## config.mk

```make
export PLATFORM = sky130hd
export DESIGN_NAME = risq_top
export DESIGN_NICKNAME = d
export VERILOG_FILES = /design/src/inc/risq_pkg.sv /design/src/inc/risq_pend_if.sv /design/src/core/risq_arbiter.sv /design/src/core/risq_top.sv
export VERILOG_INCLUDE_DIRS = /design/src /design/src/inc
export SDC_FILE = /design/constraint.sdc
export NUM_CORES = 1
export LEC_CHECK = 0
export ABC_AREA = 1
export CORE_AREA = 2 2 96 98
export CTS_BUF_LIST = sky130_fd_sc_hd__clkbuf_2
export CTS_CLUSTER_SIZE = 25
export DETAILED_ROUTE_END_ITERATION = 10
export DIE_AREA = 0 0 98 100
export DONT_BUFFER_PORTS = 1
export GPL_ROUTABILITY_DRIVEN = 1
export HOLD_SLACK_MARGIN = 0.05
export PLACE_DENSITY = 0.69
export SLEW_MARGIN = 30
export SYNTH_ARGS = -nofsm -noshare
export SYNTH_HDL_FRONTEND = slang
export SYNTH_SLANG_ARGS = --single-unit
export TNS_END_PERCENT = 30
```

## constraint.sdc

```tcl
create_clock -name clk -period 1.5 [get_ports clk]
set_clock_uncertainty 0.2 [all_clocks]
set_input_delay 0.3 -clock clk [delete_from_list [all_inputs] [get_ports clk]]
set_output_delay 0.3 -clock clk [all_outputs]
set_load 0.01 [all_outputs]
```

## src/inc/risq_cfg.svh

```systemverilog
// Purpose: Offsets, field positions, reset values for the status queue
// Assumes: 16-bit registers, byte offsets as printed
// Notes: Definitions only
`ifndef RISQ_CFG_SVH
`define RISQ_CFG_SVH
`define RISQ_OFF_CONFIG 16'h0102
`define RISQ_OFF_QUEUE_MEM 16'h0120
`define RISQ_OFF_QUEUE_IO 16'h0008
`define RISQ_NUM_RX 6'h04
`define RISQ_NUM_TX 6'h08
`define RISQ_NUM_BUF 6'h0C
`define RISQ_NUM_MISS 6'h10
`define RISQ_NUM_COL 6'h12
`define RISQ_CONFIG_ID 6'h03
`define RISQ_CONFIG_RESET 10'h000
`define RISQ_BIT_SKIP 6
`define RISQ_BIT_STREAM 7
`define RISQ_BIT_GOOD_IE 8
`define RISQ_BIT_DMA_ONLY 9
`define RISQ_BIT_AUTO_DMA 10
`define RISQ_BIT_KEEP_FCS 11
`define RISQ_BIT_FCS_IE 12
`define RISQ_BIT_SHORT_IE 13
`define RISQ_BIT_LONG_IE 14
`define RISQ_SRC_COUNT 5
`endif

```

## src/inc/risq_pkg.sv

```systemverilog
// Purpose: Types for the status queue
// Assumes: Constants live in risq_cfg.svh
// Notes: Source index order gives arbitration priority
package risq_pkg;
  typedef enum logic [2:0]
  {
    RISQ_SRC_RX,
    RISQ_SRC_TX,
    RISQ_SRC_BUF,
    RISQ_SRC_MISS,
    RISQ_SRC_COL
  } risq_src_t;
  typedef enum logic [1:0]
  {
    RISQ_PATH_BUFFER,
    RISQ_PATH_DMA,
    RISQ_PATH_STREAM
  } risq_path_t;
endpackage
```

## src/inc/risq_pend_if.sv

```systemverilog
// Purpose: Pending-word carrier between queue top and arbiter
// Assumes: One clock domain
// Notes: Arbiter picks, top pops
`timescale 1ns/1ps
interface risq_pend_if #(parameter int N = 5);
  logic [N-1:0] pend; // Sources waiting
  logic [9:0] bits [N]; // Data of each source
  logic [5:0] num [N]; // Number of each source
  logic any; // Something waiting
  logic [15:0] word; // Selected queue word
  logic [N-1:0] pick; // One-hot choice
  modport top (output pend, bits, num, input any, word, pick);
  modport arb (input pend, bits, num, output any, word, pick);
endinterface

```

## src/core/risq_arbiter.sv

```systemverilog
// Purpose: Choose the next source to present in the queue word
// Assumes: Lowest index wins
// Notes: Fully combinational
`timescale 1ns/1ps
module risq_arbiter #(parameter int N = 5)
(
  risq_pend_if.arb p // Pending sources
);
  // First-set priority pick, then word formation
  always_comb
  begin
    logic found;
    found = 1'b0;
    p.pick = '0;
    p.word = 16'h0000;
    for (int i = 0; i < N; i++)
    begin
      if (p.pend[i] && !found)
      begin
        found = 1'b1;
        p.pick[i] = 1'b1;
        p.word = {p.bits[i], p.num[i]};
      end
    end
    p.any = found;
  end
endmodule

```

## src/core/risq_top.sv

```systemverilog
// Purpose: Interrupt status queue and receive configuration register
// Assumes: Host bus decode given as address plus read and write strobes
// Notes: Empty queue reads as zero; a read pops the shown word
`timescale 1ns/1ps
`include "risq_cfg.svh"
// Function
// - Enabled event latches bits, presented via queue
// - Interrupt output high while anything queued
// - Exactly five sources: 4, 8, C, 10, 12
// - Queue at 120h memory, 0008h io
// - Low six bits hold source number
// - Upper ten bits hold source data
// - Config low bits always read 000011
// - Streaming used only when enabled, qualified
// - Config takes defined value at reset
// - Good frame event when its enable set
// - Receive source reports code 000100
module risq_top #(parameter int N = `RISQ_SRC_COUNT)
(
  input wire logic clk, // 40 MHz clock
  input wire logic reset, // Synchronous, active high
  input wire logic io_mode, // High: io-space decode
  input wire logic [15:0] addr, // Host byte offset
  input wire logic rd, // Read strobe, one cycle
  input wire logic wr, // Write strobe, one cycle
  input wire logic [15:0] wdata, // Write data
  output logic [15:0] rdata, // Read data, registered
  output logic irq, // Interrupt request
  input wire logic frame_done, // Received frame ends, pulse
  input wire logic frame_fcs_bad, // Frame had bad FCS
  input wire logic frame_short, // Under 64 bytes
  input wire logic frame_tiny, // Under 8 bytes
  input wire logic frame_long, // Over legal length
  input wire logic [9:0] rx_extra_bits, // Other receive status bits
  input wire logic frame_back_to_back, // Followed previous frame
  input wire logic frame_addr_pass, // Address filter passed
  input wire logic tx_event, // Transmit event pulse
  input wire logic [9:0] tx_bits, // Transmit event bits
  input wire logic buf_event, // Buffer event pulse
  input wire logic [9:0] buf_bits, // Buffer event bits
  input wire logic miss_ovf, // Missed counter overflow pulse
  input wire logic [9:0] miss_bits, // Missed counter value
  input wire logic col_ovf, // Collision counter overflow pulse
  input wire logic [9:0] col_bits, // Collision counter value
  output logic frame_drop, // Discard this frame, pulse
  output risq_pkg::risq_path_t frame_path, // Delivery path, registered
  output logic skip_pending // Skip armed for next frame
);
  localparam logic [5:0] NUMS [5] = '{`RISQ_NUM_RX, `RISQ_NUM_TX,
    `RISQ_NUM_BUF, `RISQ_NUM_MISS, `RISQ_NUM_COL};

  risq_pend_if #(.N(N)) p (); // Arbiter link

  logic [15:6] cfg_q, cfg_d; // Writable config bits
  logic skip_q, skip_d; // Armed skip
  logic [N-1:0] pend_q, pend_d; // Sticky per source
  logic [9:0] data_q [N]; // Captured source bits
  logic [9:0] data_d [N]; // Next captured bits
  logic [15:0] rdata_d; // Next read data
  logic drop_d; // Next drop pulse
  risq_pkg::risq_path_t path_d; // Next path
  logic drop_q; // Registered drop
  risq_pkg::risq_path_t path_q; // Registered path
  logic [N-1:0] ev; // Source events this cycle
  logic [9:0] ev_bits [N]; // Source data this cycle
  logic rx_hit; // Receive event enabled
  logic q_sel, c_sel; // Address decodes

  // Same queue contents in both modes; only the offset differs
  function automatic logic is_queue(input logic io, input logic [15:0] a);
    is_queue = io ? (a == `RISQ_OFF_QUEUE_IO)
                  : (a == `RISQ_OFF_QUEUE_MEM);
  endfunction

  assign q_sel = is_queue(io_mode, addr);
  assign c_sel = !io_mode && addr == `RISQ_OFF_CONFIG;

  // Receive outcome gated by config enables
  always_comb
  begin
    rx_hit = 1'b0;
    if (frame_done && !frame_tiny && !skip_q)
    begin
      if (!frame_fcs_bad && !frame_short && !frame_long)
        rx_hit = cfg_q[`RISQ_BIT_GOOD_IE];
      if (frame_fcs_bad && cfg_q[`RISQ_BIT_FCS_IE])
        rx_hit = 1'b1;
      if (frame_short && cfg_q[`RISQ_BIT_SHORT_IE])
        rx_hit = 1'b1;
      if (frame_long && cfg_q[`RISQ_BIT_LONG_IE])
        rx_hit = 1'b1;
    end
  end

  // Gather five event sources
  always_comb
  begin
    ev = '0;
    ev[risq_pkg::RISQ_SRC_RX] = rx_hit;
    ev[risq_pkg::RISQ_SRC_TX] = tx_event;
    ev[risq_pkg::RISQ_SRC_BUF] = buf_event;
    ev[risq_pkg::RISQ_SRC_MISS] = miss_ovf;
    ev[risq_pkg::RISQ_SRC_COL] = col_ovf;
    ev_bits[risq_pkg::RISQ_SRC_RX] = {frame_long, frame_short,
      frame_fcs_bad, rx_extra_bits[6:0]};
    ev_bits[risq_pkg::RISQ_SRC_TX] = tx_bits;
    ev_bits[risq_pkg::RISQ_SRC_BUF] = buf_bits;
    ev_bits[risq_pkg::RISQ_SRC_MISS] = miss_bits;
    ev_bits[risq_pkg::RISQ_SRC_COL] = col_bits;
  end

  // Feed the arbiter
  genvar g;
  generate
    for (g = 0; g < N; g++)
    begin : feed
      assign p.pend[g] = pend_q[g];
      assign p.bits[g] = data_q[g];
      assign p.num[g] = NUMS[g];
    end
  endgenerate

  risq_arbiter #(.N(N)) u_arb (
    .p(p.arb)
  );

  // Queue state: events accumulate, read pops the shown source
  always_comb
  begin
    pend_d = pend_q;
    data_d = data_q;
    if (rd && q_sel)
      pend_d = pend_q & ~p.pick;
    for (int i = 0; i < N; i++)
    begin
      if (ev[i])
      begin
        // Set wins over pop; bits merge so nothing is lost
        pend_d[i] = 1'b1;
        data_d[i] = (pend_q[i] && !(rd && q_sel && p.pick[i])) ?
          (data_q[i] | ev_bits[i]) : ev_bits[i];
      end
      else if (rd && q_sel && p.pick[i])
        data_d[i] = 10'h000;
    end
  end

  // Config, skip and delivery path
  always_comb
  begin
    cfg_d = cfg_q;
    skip_d = skip_q;
    drop_d = 1'b0;
    path_d = path_q;
    if (wr && c_sel)
    begin
      cfg_d = wdata[15:6];
      cfg_d[`RISQ_BIT_SKIP] = 1'b0; // Skip is an action bit
      if (wdata[`RISQ_BIT_SKIP])
        skip_d = 1'b1;
    end
    if (frame_done)
    begin
      drop_d = frame_tiny || skip_q;
      if (skip_q && !(wr && c_sel && wdata[`RISQ_BIT_SKIP]))
        skip_d = 1'b0;
      if (cfg_q[`RISQ_BIT_STREAM] && frame_back_to_back &&
          frame_addr_pass)
        path_d = risq_pkg::RISQ_PATH_STREAM;
      else if (cfg_q[`RISQ_BIT_DMA_ONLY])
        path_d = risq_pkg::RISQ_PATH_DMA;
      else
        path_d = risq_pkg::RISQ_PATH_BUFFER;
    end
  end

  // Read data mux
  always_comb
  begin
    rdata_d = 16'h0000;
    if (rd && q_sel)
      rdata_d = p.word;
    else if (rd && c_sel)
      rdata_d = {cfg_q, `RISQ_CONFIG_ID};
  end

  // Registers
  always_ff @(posedge clk)
  begin
    if (reset)
    begin
      cfg_q <= `RISQ_CONFIG_RESET;
      skip_q <= 1'b0;
      pend_q <= '0;
      for (int i = 0; i < N; i++)
        data_q[i] <= 10'h000;
      rdata <= 16'h0000;
      drop_q <= 1'b0;
      path_q <= risq_pkg::RISQ_PATH_BUFFER;
    end
    else
    begin
      cfg_q <= cfg_d;
      skip_q <= skip_d;
      pend_q <= pend_d;
      data_q <= data_d;
      rdata <= rdata_d;
      drop_q <= drop_d;
      path_q <= path_d;
    end
  end

  assign irq = |pend_q;
  assign frame_drop = drop_q;
  assign frame_path = path_q;
  assign skip_pending = skip_q;
endmodule

```

==> flow_summary.ini <==
[worst_setup_path]
required_ps = 1000
cp_max_fo = 2
end_kind = primary output
crit_path_start_kind = flip-flop
worstSetupPathType = reg2out
crit_arrival_ps = 1380
ff2ff_path_depth = 12
reg2reg_setup_slack_ps = -290

[logic_synthesis]
ys.flop_type = dfxtp_1
synth-edff-count = 0
synth_nets = 632
async_flop_share = 0
yosys-top-cells-count = nand2_1, dfxtp_1, a21oi_1
synth.avg_cell_area_sq_um = 6.943
synthCells = 534
ys_ff_latch = 83
seq_area_frac_synth = 0.4482
synth_area_leaders = dfxtp_1, nand2_1, a21oi_1
syn_area_sq_mm = 0.003707
yosysWarnings = 0
yosys.area.top_type = dfxtp_1
yosysMostFrequentCell = nand2_1
ys_types = 29
synth_top_area_share = 0.4482

[global_route]
antenna_found_initial = 0
grt_pass1_vias = 3403
grt_first_pass_wirelength_um = 16070
grt_use_total = 0.2045
gr-total-overflow = 0
grt_max_degree = 59

[pwr]
power_w = 0.004201
power_density_mw_per_mm2 = 888.9
peakVddDrop_mv = 0.4783
p_leak_nw = 2.088

[timing]
setup_violations = 37
timing.final.ws_setup_ps = -375.7
rsz0062_at_grt = true
timing.hold.ws_ps = -390.1
slew_violations = 0
fin_crit_ps = 1876
fmax_mhz = 533.1
finalCritPeriodShare = 1.250
hold_violations = 69
fin_tns_setup_ps = -6130

[clock_tree]
htreeDepth = 3
cts_hold_buffers = 19
path_clk_slew_ps = 220
cts_tree = done
cts_buffer_depth = 2
cts_sinks = 83
root_buffer = clkbuf_2
cts_buffers = 9
clk_latency_ps = 550

[route]
ant_nets = 0
route.detailed.wl_per_inst_um = 14.81
avgViaCountPerCell = 5.116
finalWirelength_um = 10390
first_pass_iters = 4
drt_iter0_markers = 135
drc = 0
route.vias.total = 3586

[run]
max-cap-violations = 0

[die]
dieArea_sq_mm = 0.009800
chipHeight_um = 100
core_area_sq_mm = 0.008890
die_x_um = 98
initial_core_util = 0.4170
rows = 35
num_io_pins = 119

[finish]
layout-drive-gt1-share = 0.2390
finalNetCount = 683
diodes = 0
nFillCells = 835
area_delta_synth_final_pct = 27.47

[place]
numPortBuffers = 0
hpwl_um = 7271
place_congestion = 0.9110

[run_status]
violations = negative hold slack, negative setup slack
status = finished with violations

[hold_path]
hold_class = in2reg
min_path_cells = 1
## what timing repair did
item                                    4_1_cts  5_1_grt
cloned                                        2        2
buffers inserted                              2        6
endpoints found under the setup margin       40       71
endpoints found under the hold margin        83       69
resized for setup                            30       51
pin swaps                                     8       10
## state kept, by name, summed over array words and instances, names as in the netlist
register / count
cfg_q: 9
data_q: 50
frame_drop: 1
frame_path: 2
p.pend: 5
rdata: 15
skip_pending: 1
## per-layer routing
metal	up-vias	GRT usage	wire length, um
met5	-	0	0
met1	1613	0.2588	4503
met3	20	0.04735	656
li1	1830	-	-
met2	123	0.3483	5017
met4	0	0.06303	207
## worst paths after layout
path,to,from
max reg2reg,data_q[5]$_SDFFE_PP0P_,p.pend[0]$_SDFFE_PP0P_
max,irq,p.pend[0]$_SDFFE_PP0P_
min,data_q[47]$_SDFFE_PP0P_,reset
min reg2reg,rdata[6]$_SDFF_PP0_,data_q[10]$_SDFFE_PP0P_
## layout by cell type (no fill, tap or decap), types with 9 or more instances in the layout
master | netlist | layout
o21ai_0 | 18 | 16
nand3_1 | 44 | 37
dlygate4sd3_1 | 0 | 18
nand2_2 | 7 | 12
inv_1 | 43 | 41
dfxtp_1 | 83 | 59
a21oi_1 | 74 | 68
clkbuf_2 | 0 | 9
buf_4 | 2 | 31
nor2_1 | 26 | 22
nand2_1 | 180 | 170
dfxtp_2 | 0 | 22
## where the power goes
group	total, W	internal, W	leakage (nW)	switching [W]
clock	0.00139	0.000566	0.0821	0.000820
sequential	0.00233	0.00228	0.690	0.0000522
combinational	0.000481	0.000223	1.32	0.000258
total	0.00420	0.00307	2.09	0.00113
## layout make-up
cell class	count	area [sq um]	area share
Inverter	47	187.7	0.03971
Tap cell	111	138.9	0.02939
Sequential cell	83	1697	0.3590
Clock inverter	7	100.1	0.02118
Multi-Input combinational cell	382	1933	0.4091
Timing Repair Buffer	61	616.8	0.1305
Timing Repair inverter	1	7.507	0.001589
Clock buffer	9	45.04	0.009531
## stage by stage
stage | instances | hold slack [ps] | cell area [sq um] | utilization | worst slack [ps]
3_5_place_dp | 654 | 177.9 | 4008 | 0.4508 | -261.2
5_1_grt | 701 | -445.7 | 4726 | 0.5316 | -442.0
4_1_cts | 693 | -443.3 | 4512 | 0.5075 | -394.6
2_1_floorplan | 534 | 219.6 | 3719 | - | -6.139
6_report | 701 | -390.1 | 4726 | 0.5316 | -375.7
3_3_place_gp | 654 | 175.1 | 4008 | 0.4508 | -231.0
## critical path, cell delays in order (launching register included)
cell     delay (ps)
dfxtp_4         400
nor2_4          110
nand2_2          80
nor2_4          100
buf_6           110
nand2_4          50
## logic make-up after synthesis
logic type             synth area share
buffers and inverters           0.07695
flip-flops                       0.4482
other                          0.001012
AND/OR/NAND/NOR                  0.3152
AO/OA/AOI/OAI                    0.1586
Power figures use the tool's default switching activity.
